===== src/logic/cdcd_pkg.sv =====
// constants shared by the character display command decoder and its memory
package cdcd_pkg;

    // wishbone register byte offsets
    localparam logic [3:0] OFF_INSTR = 4'h0;  // instruction port, rs low
    localparam logic [3:0] OFF_DATA  = 4'h4;  // ram data port, rs high
    localparam logic [3:0] OFF_MODE  = 4'h8;  // mode bits, read only
    localparam logic [3:0] OFF_SHIFT = 4'hc;  // display shift offset

    // memory geometry
    localparam int CHAR_AW  = 7;
    localparam int GLYPH_AW = 6;

    // character codes and address counter boundaries
    localparam logic [7:0] SPACE_CODE    = 8'h20;
    localparam logic [6:0] CHAR_HOME     = 7'h00;
    localparam logic [6:0] CHAR_L1_LAST  = 7'h27;
    localparam logic [6:0] CHAR_L2_FIRST = 7'h40;
    localparam logic [6:0] CHAR_L2_LAST  = 7'h67;
    localparam logic [5:0] GLYPH_LAST    = 6'h3f;
    localparam logic [5:0] SHIFT_LAST    = 6'h27;  // 40 columns per line

    // instruction opcode marker positions (most significant set bit)
    localparam int OP_CLEAR_BIT = 0;
    localparam int OP_HOME_BIT  = 1;
    localparam int OP_ENTRY_BIT = 2;
    localparam int OP_DISP_BIT  = 3;
    localparam int OP_SHIFT_BIT = 4;
    localparam int OP_FUNC_BIT  = 5;
    localparam int OP_GLYPH_BIT = 6;
    localparam int OP_CHAR_BIT  = 7;

    // instruction field positions
    localparam int ENTRY_INCR_BIT  = 1;
    localparam int ENTRY_SHIFT_BIT = 0;
    localparam int DISP_ON_BIT     = 2;
    localparam int DISP_CUR_BIT    = 1;
    localparam int DISP_BLINK_BIT  = 0;
    localparam int SHIFT_DISP_BIT  = 3;
    localparam int SHIFT_UP_BIT    = 2;
    localparam int FUNC_WIDTH_BIT  = 4;
    localparam int FUNC_LINES_BIT  = 3;
    localparam int FUNC_LUM_HI_BIT = 1;
    localparam int FUNC_LUM_LO_BIT = 0;
    localparam int BUSY_BIT        = 7;

    // mode register field positions
    localparam int MODE_INCR_BIT   = 0;
    localparam int MODE_ASHIFT_BIT = 1;
    localparam int MODE_DISP_BIT   = 2;
    localparam int MODE_CUR_BIT    = 3;
    localparam int MODE_BLINK_BIT  = 4;
    localparam int MODE_WIDTH_BIT  = 5;
    localparam int MODE_LINES_BIT  = 6;
    localparam int MODE_LUM_LO_BIT = 7;
    localparam int MODE_LUM_HI_BIT = 8;
    localparam int MODE_GLYPH_BIT  = 9;

    // power-up values of the mode bits
    localparam logic       RST_INCR   = 1'b1;
    localparam logic       RST_ASHIFT = 1'b0;
    localparam logic       RST_DISP   = 1'b0;
    localparam logic       RST_CUR    = 1'b0;
    localparam logic       RST_BLINK  = 1'b0;
    localparam logic       RST_WIDTH  = 1'b1;
    localparam logic       RST_LINES  = 1'b1;
    localparam logic [1:0] RST_LUM    = 2'h0;
    localparam logic [5:0] RST_SHIFT  = 6'h00;

    // blink timing: half of a 1 Hz period
    localparam int unsigned CLK_HZ            = 100_000_000;
    localparam int unsigned BLINK_HALF_MS     = 500;
    localparam int unsigned BLINK_HALF_CYCLES =
        (CLK_HZ / 1000) * BLINK_HALF_MS;

endpackage : cdcd_pkg


===== src/logic/cdcd_ram.sv =====
// byte-wide register memory with one write port, two read ports, bulk fill
`timescale 1ns/100ps
module cdcd_ram #(
    parameter int         AW   = 7,
    parameter logic [7:0] FILL = 8'h20
) (
    input  wire logic          clk_i,
    input  wire logic          fill_i,
    input  wire logic          we_i,
    input  wire logic [AW-1:0] waddr_i,
    input  wire logic [7:0]    wdata_i,
    input  wire logic [AW-1:0] raddr_a_i,
    output logic      [7:0]    rdata_a_o,
    input  wire logic [AW-1:0] raddr_b_i,
    output logic      [7:0]    rdata_b_o
);
    localparam int DEPTH = 1 << AW;

    logic [7:0] mem [DEPTH];

    // flops, so a whole-array fill completes in one cycle with no busy time
    always_ff @(posedge clk_i) begin
        if (fill_i) begin
            for (int i = 0; i < DEPTH; i++) begin
                mem[i] <= FILL;
            end
        end else if (we_i) begin
            mem[waddr_i] <= wdata_i;
        end
    end

    // asynchronous reads; the caller registers what it passes on
    assign rdata_a_o = mem[raddr_a_i];
    assign rdata_b_o = mem[raddr_b_i];

endmodule : cdcd_ram


===== src/logic/cdcd_decoder.sv =====
// character display instruction interpreter behind a wishbone slave
`timescale 1ns/100ps

module cdcd_decoder
    import cdcd_pkg::*;
#(
    parameter int unsigned BLINK_HALF_CYCLES = cdcd_pkg::BLINK_HALF_CYCLES
) (
    input  wire logic        clk_i,
    input  wire logic        rst_i,
    input  wire logic        cyc_i,
    input  wire logic        stb_i,
    input  wire logic        we_i,
    input  wire logic [3:0]  adr_i,
    input  wire logic [31:0] dat_i,
    input  wire logic [3:0]  sel_i,
    output logic      [31:0] dat_o,
    output logic             ack_o,
    input  wire logic [6:0]  scan_addr_i,
    output logic      [7:0]  scan_char_o,
    output logic             scan_cursor_o,
    output logic             scan_all_on_o,
    output logic             display_on_o,
    output logic             two_lines_o,
    output logic             bus_width_sel_o,
    output logic             luminance_hi_o,
    output logic             luminance_lo_o,
    output logic      [5:0]  shift_offset_o
);
    import cdcd_pkg::*;

    localparam int BW = $clog2(BLINK_HALF_CYCLES + 1);
    localparam logic [BW-1:0] BLINK_LAST = BW'(BLINK_HALF_CYCLES - 1);

    typedef struct packed {
        logic [6:0]    addr_counter;
        logic          glyph_sel;     // counter targets glyph ram
        logic          incr;
        logic          auto_shift;
        logic          disp_on;
        logic          cur_on;
        logic          blink_on;
        logic          bus_width_sel;
        logic          two_lines;
        logic          luminance_hi;
        logic          luminance_lo;
        logic [5:0]    shift;
        logic [BW-1:0] blink_cnt;
        logic          blink_phase;
        logic          ack;
        logic [31:0]   dat;
        logic [7:0]    scan_char;
        logic          scan_cursor;
        logic          scan_all_on;
    } cdcd_state_t;

    cdcd_state_t state_reg;
    cdcd_state_t state_next;

    logic       req;
    logic       reg_select;
    logic       wr_instr;
    logic       wr_data;
    logic       rd_data;
    logic [7:0] instr;
    logic [7:0] char_rd;
    logic [7:0] char_scan_rd;
    logic [7:0] glyph_rd;
    logic [7:0] ram_rd;
    logic       char_we;
    logic       glyph_we;
    logic       char_fill;
    logic       scan_hit;

    // one step of the address counter with the two memories' wrap points
    function automatic logic [6:0] ac_step(input logic [6:0] ac,
                                           input logic       up,
                                           input logic       glyph);
        logic [6:0] r;
        r = up ? 7'(ac + 7'h01) : 7'(ac - 7'h01);
        if (glyph) begin
            // six-bit arithmetic gives 3f->00 and 00->3f
            r = {1'b0, r[5:0]};
        end else if (up && ac == CHAR_L1_LAST) begin
            r = CHAR_L2_FIRST;
        end else if (up && ac == CHAR_L2_LAST) begin
            r = CHAR_HOME;
        end else if (!up && ac == CHAR_L2_FIRST) begin
            r = CHAR_L1_LAST;
        end else if (!up && ac == CHAR_HOME) begin
            r = CHAR_L2_LAST;
        end
        return r;
    endfunction : ac_step

    // text shift offset over the 40 columns of a line; left raises it
    function automatic logic [5:0] shift_step(input logic [5:0] off,
                                              input logic       left);
        logic [5:0] r;
        if (left) begin
            r = (off == SHIFT_LAST) ? 6'h00 : 6'(off + 6'h01);
        end else begin
            r = (off == 6'h00) ? SHIFT_LAST : 6'(off - 6'h01);
        end
        return r;
    endfunction : shift_step

    // bus decode: one access per wishbone cycle, acked the cycle after
    assign req        = cyc_i & stb_i & ~state_reg.ack;
    assign reg_select = (adr_i == OFF_DATA);
    assign wr_instr   = req & we_i & sel_i[0] & (adr_i == OFF_INSTR);
    assign wr_data    = req & we_i & sel_i[0] & reg_select;
    assign rd_data    = req & ~we_i & reg_select;
    assign instr      = dat_i[7:0];
    assign ram_rd     = state_reg.glyph_sel ? glyph_rd : char_rd;
    assign scan_hit   = (scan_addr_i == state_reg.addr_counter) &
                        ~state_reg.glyph_sel;

    // character codes: filled with space by reset or clear
    cdcd_ram #(
        .AW   (CHAR_AW),
        .FILL (SPACE_CODE)
    ) u_char_code_ram (
        .clk_i     (clk_i),
        .fill_i    (char_fill),
        .we_i      (char_we),
        .waddr_i   (state_reg.addr_counter),
        .wdata_i   (instr),
        .raddr_a_i (state_reg.addr_counter),
        .rdata_a_o (char_rd),
        .raddr_b_i (scan_addr_i),
        .rdata_b_o (char_scan_rd)
    );

    // glyph patterns survive clear and reset
    cdcd_ram #(
        .AW   (GLYPH_AW),
        .FILL (8'h00)
    ) u_glyph_pattern_ram (
        .clk_i     (clk_i),
        .fill_i    (1'b0),
        .we_i      (glyph_we),
        .waddr_i   (state_reg.addr_counter[5:0]),
        .wdata_i   (instr),
        .raddr_a_i (state_reg.addr_counter[5:0]),
        .rdata_a_o (glyph_rd),
        .raddr_b_i (state_reg.addr_counter[5:0]),
        .rdata_b_o ()
    );

    // next-state logic: bus answer, instruction decode, data port, blink
    always_comb begin
        state_next = state_reg;
        char_we    = 1'b0;
        glyph_we   = 1'b0;
        char_fill  = rst_i;

        // every access is answered next cycle, no busy wait exists
        state_next.ack = req;
        if (req && !we_i) begin
            case (adr_i)
                OFF_INSTR: begin
                    // busy is constant zero, counter below it
                    state_next.dat = {24'h0, 1'b0,
                                      state_reg.addr_counter};
                end
                OFF_DATA: begin
                    state_next.dat = {24'h0, ram_rd};
                end
                OFF_MODE: begin
                    state_next.dat = 32'h0;
                    state_next.dat[MODE_INCR_BIT]   = state_reg.incr;
                    state_next.dat[MODE_ASHIFT_BIT] = state_reg.auto_shift;
                    state_next.dat[MODE_DISP_BIT]   = state_reg.disp_on;
                    state_next.dat[MODE_CUR_BIT]    = state_reg.cur_on;
                    state_next.dat[MODE_BLINK_BIT]  = state_reg.blink_on;
                    state_next.dat[MODE_WIDTH_BIT]  =
                        state_reg.bus_width_sel;
                    state_next.dat[MODE_LINES_BIT]  = state_reg.two_lines;
                    state_next.dat[MODE_LUM_LO_BIT] =
                        state_reg.luminance_lo;
                    state_next.dat[MODE_LUM_HI_BIT] =
                        state_reg.luminance_hi;
                    state_next.dat[MODE_GLYPH_BIT]  = state_reg.glyph_sel;
                end
                OFF_SHIFT: begin
                    state_next.dat = {26'h0, state_reg.shift};
                end
                default: begin
                    state_next.dat = 32'h0;  // unmapped reads as zero
                end
            endcase
        end

        // instruction byte: highest set bit picks the command
        if (wr_instr) begin
            if (instr[OP_CHAR_BIT]) begin
                state_next.addr_counter = instr[6:0];
                state_next.glyph_sel    = 1'b0;
            end else if (instr[OP_GLYPH_BIT]) begin
                state_next.addr_counter = {1'b0, instr[5:0]};
                state_next.glyph_sel    = 1'b1;
            end else if (instr[OP_FUNC_BIT]) begin
                state_next.bus_width_sel = instr[FUNC_WIDTH_BIT];
                state_next.two_lines     = instr[FUNC_LINES_BIT];
                state_next.luminance_hi  = instr[FUNC_LUM_HI_BIT];
                state_next.luminance_lo  = instr[FUNC_LUM_LO_BIT];
            end else if (instr[OP_SHIFT_BIT]) begin
                // always stepped as char ram, leaving glyph mode
                state_next.glyph_sel    = 1'b0;
                state_next.addr_counter =
                    ac_step(state_reg.addr_counter,
                            instr[SHIFT_UP_BIT], 1'b0);
                if (instr[SHIFT_DISP_BIT]) begin
                    // up direction moves the text right
                    state_next.shift =
                        shift_step(state_reg.shift,
                                   ~instr[SHIFT_UP_BIT]);
                end
            end else if (instr[OP_DISP_BIT]) begin
                state_next.disp_on  = instr[DISP_ON_BIT];
                state_next.cur_on   = instr[DISP_CUR_BIT];
                state_next.blink_on = instr[DISP_BLINK_BIT];
            end else if (instr[OP_ENTRY_BIT]) begin
                state_next.incr       = instr[ENTRY_INCR_BIT];
                state_next.auto_shift = instr[ENTRY_SHIFT_BIT];
            end else if (instr[OP_HOME_BIT]) begin
                state_next.addr_counter = CHAR_HOME;
                state_next.glyph_sel    = 1'b0;
                state_next.shift        = RST_SHIFT;
            end else if (instr[OP_CLEAR_BIT]) begin
                char_fill               = 1'b1;
                state_next.addr_counter = CHAR_HOME;
                state_next.glyph_sel    = 1'b0;
                state_next.shift        = RST_SHIFT;
                state_next.incr         = 1'b1;
            end
        end

        // data write: store at the counter, then step and maybe shift
        if (wr_data) begin
            if (state_reg.glyph_sel) begin
                glyph_we = 1'b1;
            end else begin
                char_we = 1'b1;
                if (state_reg.auto_shift) begin
                    state_next.shift =
                        shift_step(state_reg.shift,
                                   state_reg.incr);
                end
            end
            state_next.addr_counter =
                ac_step(state_reg.addr_counter, state_reg.incr,
                        state_reg.glyph_sel);
        end

        // data read: step only; the shift is left alone on reads
        if (rd_data) begin
            state_next.addr_counter =
                ac_step(state_reg.addr_counter, state_reg.incr,
                        state_reg.glyph_sel);
        end

        // free-running half-period timer flips the blink phase
        if (state_reg.blink_cnt == BLINK_LAST) begin
            state_next.blink_cnt   = '0;
            state_next.blink_phase = ~state_reg.blink_phase;
        end else begin
            state_next.blink_cnt = BW'(state_reg.blink_cnt + 1'b1);
        end

        // scan port: registered code, cursor row and blink substitution
        state_next.scan_char   = char_scan_rd;
        state_next.scan_cursor = state_reg.disp_on & state_reg.cur_on &
                                 scan_hit;
        state_next.scan_all_on = state_reg.disp_on & state_reg.blink_on &
                                 state_reg.blink_phase & scan_hit;

        // synchronous power-up state
        if (rst_i) begin
            state_next               = '0;
            state_next.addr_counter  = CHAR_HOME;
            state_next.shift         = RST_SHIFT;
            state_next.incr          = RST_INCR;
            state_next.auto_shift    = RST_ASHIFT;
            state_next.disp_on       = RST_DISP;
            state_next.cur_on        = RST_CUR;
            state_next.blink_on      = RST_BLINK;
            state_next.bus_width_sel = RST_WIDTH;
            state_next.two_lines     = RST_LINES;
            state_next.luminance_hi  = RST_LUM[1];
            state_next.luminance_lo  = RST_LUM[0];
        end
    end

    // single state register
    always_ff @(posedge clk_i) begin
        state_reg <= state_next;
    end

    // outputs straight from the state register
    assign dat_o           = state_reg.dat;
    assign ack_o           = state_reg.ack;
    assign scan_char_o     = state_reg.scan_char;
    assign scan_cursor_o   = state_reg.scan_cursor;
    assign scan_all_on_o   = state_reg.scan_all_on;
    assign display_on_o    = state_reg.disp_on;
    assign two_lines_o     = state_reg.two_lines;
    assign bus_width_sel_o = state_reg.bus_width_sel;
    assign luminance_hi_o  = state_reg.luminance_hi;
    assign luminance_lo_o  = state_reg.luminance_lo;
    assign shift_offset_o  = state_reg.shift;

endmodule : cdcd_decoder


===== config.mk =====
export PLATFORM = sky130hd
export DESIGN_NAME = cdcd_decoder
export DESIGN_NICKNAME = d
export VERILOG_FILES = /design/src/logic/cdcd_pkg.sv /design/src/logic/cdcd_ram.sv /design/src/logic/cdcd_decoder.sv
export SDC_FILE = /design/constraint.sdc
export NUM_CORES = 2
export LEC_CHECK = 0
export ABC_AREA = 1
export BUFFER_PORTS_ARGS = -buffer_cell sky130_fd_sc_hd__buf_2
export CAP_MARGIN = 25
export CORE_MARGIN = 2
export CORE_UTILIZATION = 37
export DETAILED_ROUTE_END_ITERATION = 7
export HOLD_SLACK_MARGIN = 0.02
export PLACE_DENSITY = 0.55
export RECOVER_POWER = 100
export SYNTH_ARGS = -nofsm -noshare
export SYNTH_HDL_FRONTEND = slang
export SYNTH_HIERARCHICAL = 1
export SYNTH_SLANG_ARGS = --single-unit

===== constraint.sdc =====
create_clock -name clk_i -period 3.5 [get_ports clk_i]
set_clock_uncertainty 0.2 [all_clocks]
set_input_delay 0.7 -clock clk_i [delete_from_list [all_inputs] [get_ports clk_i]]
set_output_delay 0.7 -clock clk_i [all_outputs]
set_load 0.05 [all_outputs]

Word-level counts from Yosys, hierarchy flattened
Memories as Yosys holds them, arrays and structs flattened. A register that Yosys moved wholly into a read port is not among the register bits.
Cells that the tools add are included.
Storage, ports and cells
  register bits: 85
  memory bits (writable): 1536
  input port bits: 52
  output and inout port bits: 54
  word-level logic and storage cells: 172
  memories kept: 2
Operators by class
  add/sub/neg operators: 5
  eq/ne operators: 18
  muxes and demuxes: 81
  bitwise logic cells: 23
  reductions and logical operators: 25
Memories
  u_char_code_ram.mem: words 128, bits a word 8, read ports 2, clocked after Yosys merged registers in 2, write ports 128, RTL line cdcd_ram.sv:19  | logic [7:0] mem [DEPTH];
  u_glyph_pattern_ram.mem: words 64, bits a word 8, read ports 1, clocked after Yosys merged registers in 1, write ports 1, RTL line cdcd_ram.sv:19
Operator list (count)
  two-way mux 7 bit: 16
  two-way mux 6 bit: 16
  two-way mux 9 bit: 9
  two-way mux 8 bit: 7
  one-hot mux 10 bit (4 select lines): 1
  two-way mux 15 bit: 2
  adder 26 x 1 -> 26 bit, second input constant: 1
  == test 26 bit, second input constant: 1
  two-way mux 1 bit: 24
  two-way mux 23 bit: 1
  bitwise AND 1 bit: 14
  == test 7 bit, second input constant: 2
  two-way mux 13 bit: 1
  inequality test 6 x 1 -> 1 bit, second input constant: 2
  two-way mux 10 bit: 1
  AND reduction 5 bit: 2
  logical AND 1 bit: 9
  NOT 1 bit: 9
  == test 4 bit, second input constant: 2
  inequality test 4 x 1 -> 1 bit, second input constant: 2
  inequality test 8 bit, second input constant: 1
  AND reduction 8 bit: 1
  OR reduction 8 bit: 1
  adder 7 x 1 -> 7 bit, second input constant: 1
  other kinds (24): 26

Longest topological paths before layout
  depth in word-level cells: 21
  depth in mapped cells: 18

Modules after synthesis
The synthesis kept the hierarchy.
Modules (own cells, without submodules)
  cdcd_ram (u_char_code_ram): instances 1, cells an instance 7354, area each 58158.3 sq um
  cdcd_ram (u_glyph_pattern_ram): instances 1, cells an instance 3643, area each 28663.7 sq um
  cdcd_decoder: instances 1, cells an instance 738, area each 4927.2 sq um

Least setup slack after synthesis
No wires, ideal clock.
  path type: input to register
  from: input adr_i[1]
  to: memory u_char_code_ram.mem[66][0], enable pin
  library setup time: 302 ps
  data arrival time: 2646 ps
  slack: 352 ps
  stages on the path: 15
  path buffers: 1
  path through: nor2_4 > nand3_4 > inv_2 > nand2_4 > nor2_2 > inv_1 > o41ai_1 > inv_1 > nand2_1 > nor2_1 > inv_1 > buf_2 > nor2_1 > inv_1 > nand2_1
RTL lines
  start, declared: RTL line cdcd_decoder.sv:14  | input wire logic [3:0] adr_i,
  end, declared: RTL line cdcd_ram.sv:19

==> metrics.csv <==
stage,metric,value,unit
power_and_ir_drop,pwr-share-seq,0.486,
layout,final_nets,10730,
die,fp.coreArea,232800,um2
detailed_routing,vias_per_cell,5.466,
worst_setup_path,cp-startpoint,state_reg[86],
synth,synthesis.area_per_instance,8.223,um2
sta,setup_viol_count_final,1,
place,place.detailed.hpwl,206.2,mm
power_and_ir_drop,power.clock.fraction,0.433,
global_route,gr-total-overflow,0,
layout,layout.cells.most_common_list,"3543 x sky130_fd_sc_hd__nand2_1, 2348 x sky130_fd_sc_hd__nand3_1, 1651 x sky130_fd_sc_hd__nor2_1, 1536 x sky130_fd_sc_hd__edfxtp_1, 239 x sky130_fd_sc_hd__clkbuf_1",
global_route,gr-usage-all-layers,0.2590,
cts,post-cts-setup-buffer-count,0,
power_and_ir_drop,switching_share,0.2512,
cts,clkSlewWorstSetupHoldPaths,0.06,ns
place,post-place-ws,-0.1845,ns
cts,cts_made_buffers,181,
global_route,grt_antenna_before_repair,15,
die,boundaryPins,106,
place,globalplace.congestion,0.9354,
power_and_ir_drop,power.density,458.9,nW/um2
sta,timing.final.max_slew_violations,0,
sta,final_period_minus_worst_setup_slack,3.516,ns
die,die_x,488.0,um
min_path,worstHoldPathCells,4,
detailed_routing,vias,76340,
layout,fin_area,98060,um2
worst_setup_path,timing.critical_path.fanout_max,50,
die,floorplan_row_count,177,
layout,largest_reg_flops,1024,
cts,clock_sink_count,1607,
die,overall_die_area,238100,um2
min_path,hold_end,bus_width_sel_o,
power_and_ir_drop,switchingPower,11.30,mW
min_path,hold_path_startpoint,dat_i[4],
sta,post-route-worst-setup-slack,-0.01581,ns
cts,clock_tree.htree_level_count,4,
worst_setup_path,critPathKind,flop to flop,
detailed_routing,drc_errors,0,
sta,setup_tns,-0.01581,ns
sta,post_route_fraction_of_the_period_consumed_by_the_critical_path,1.005,
flow_run,maxCapViolations,0,
run_status,outcome,"finished, violations left",
cts,clk_path_buf_depth,3,
detailed_routing,wl_per_instance,22.63,um
die,chipHeight,488.0,um
worst_setup_path,ff2ff_setup_slack,-0.02,ns
worst_setup_path,cp_arrival,4.04,ns
sta,final_hold_viol_count,0,
layout,drive_above_1_share,0.08403,
run_status,violations,setup timing,
layout,layout.core_utilization,0.4213,
global_route,grt_pass1_vias,72560,
worst_setup_path,reg2reg_to,dat_o[7],
synth,synth.cell_area,86670,um2
worst_setup_path,end_kind,flop,
power_and_ir_drop,combPwrFrac,0.081,
power_and_ir_drop,power.ir.vdd_worst,0.4646,mV
power_and_ir_drop,p_total,45.00,mW
place,place_area,93330,um2
sta,maxSlewHeadroom,0.2792,
layout,area.growth.synth_to_final,13.14,%
sta,timing.fmax,0.2844,GHz
min_path,hp-class,input port to flop,
detailed_routing,drt_wl_total,316.0,mm
cts,cts_tree,yes,
power_and_ir_drop,internal_power,33.69,mW
die,effective_utilization_at_floorplan,0.3724,
power_and_ir_drop,leakage,38.76,nW
worst_setup_path,start_kind,flop,
detailed_routing,drtIter0Drc,9347,
synth,yosysWarnings,6,
synth,syn_inst,10540,
sta,rsz0062_at_grt,no,
sta,max_slew.worst_pin.slew,1.081,ns
cts,clock_tree.root_cell,sky130_fd_sc_hd__clkbuf_16,
worst_setup_path,worstRegToRegCells,16,
layout,most_frequent_standard_cell_in_the_layout_excluding_fill_and_tap_cells,sky130_fd_sc_hd__nand2_1,
detailed_routing,ant_nets,0,
cts,clock_insertion_delay_worst_skew,0.86,ns
worst_setup_path,crit_required,4.02,ns
global_route,grt_start_max_net_pins,107,
worst_setup_path,rr_startpoint,state_reg[86],
detailed_routing,drt-pass1-iter-count,6,
global_route,grt_first_pass_wirelength,463.0,mm
place,port_buffers,56,
[area by class of cell]
type | instances | area [um2]
Fill cell | 23210 | 134700
Sequential cell | 1607 | 47560
Multi-Input combinational cell | 7840 | 33230
Timing Repair Buffer | 743 | 6086
Clock buffer | 213 | 4733
Tap cell | 3132 | 3919
Clock inverter | 125 | 1286
Inverter | 301 | 1222
Antenna cell | 6 | 15.01
[how the worst max path moves through the flow]
| stage | to | cells past startpoint |
|---|---|---|
| 2_1_floorplan | u_char_code_ram/mem[66][0] | 15 |
| 3_3_place_gp | u_char_code_ram/mem[96][3] | 18 |
| 3_5_place_dp | u_char_code_ram/mem[96][1] | 18 |
| 4_1_cts | dat_o[3] | 16 |
| 5_1_grt | u_char_code_ram/mem[81][7] | 20 |
| 6_report | dat_o[7] | 16 |
[what timing repair did]
action / CTS / global route
resized for setup: 3 / 17
hold buffers: 4 / 0
endpoints found under the setup margin: 6 / 8
pin swaps: 0 / 3
endpoints found under the hold margin: 4 / 0
[power groups by stage]
stage                     combinational (mW)  sequential, mW  clock, mW
final                                   3.66            21.9       19.5
after CTS                               3.65            21.8       19.8
after detailed placement                3.64            22.2          0
after floorplan                         2.17            22.1          0
after global placement                  3.61            22.2          0
after global routing                    3.88            21.9       20.5
[worst max-delay path, cell delays in order, from the launching register on]
cell	delay, ns
sky130_fd_sc_hd__dfxtp_4	0.50
sky130_fd_sc_hd__inv_16	0.14
sky130_fd_sc_hd__buf_8	0.27
sky130_fd_sc_hd__nand2_1	0.06
sky130_fd_sc_hd__nand3_1	0.06
sky130_fd_sc_hd__nand3_1	0.14
sky130_fd_sc_hd__nand3_1	0.14
sky130_fd_sc_hd__nand2_1	0.22
sky130_fd_sc_hd__nand2_1	0.07
sky130_fd_sc_hd__nand3_1	0.17
sky130_fd_sc_hd__nand2_1	0.08
sky130_fd_sc_hd__nand2_1	0.21
sky130_fd_sc_hd__nand2_1	0.25
sky130_fd_sc_hd__nand2_1	0.14
sky130_fd_sc_hd__a21oi_1	0.08
sky130_fd_sc_hd__o21ai_0	0.40
sky130_fd_sc_hd__a21oi_1	0.11
[routing by layer]
metal	GRT usage	vias up	share of wire	wire (um)
li1	-	35290	-	-
met1	0.3393	36530	0.40	127000
met4	0.1114	10	0.044	13930
met3	0.04315	667	0.087	27620
met5	0	-	0.00019	60
met2	0.4220	3848	0.47	147500
[metrics by stage]
stage	cells	hold WS [ns]
finish	13970	0.1366
global route	13970	0.1043
CTS	13960	0.06241
detailed placement	13620	0.2751
global placement	13620	0.2449
floorplan	10560	0.2301
Note: power is estimated with default switching activity, not from simulation.
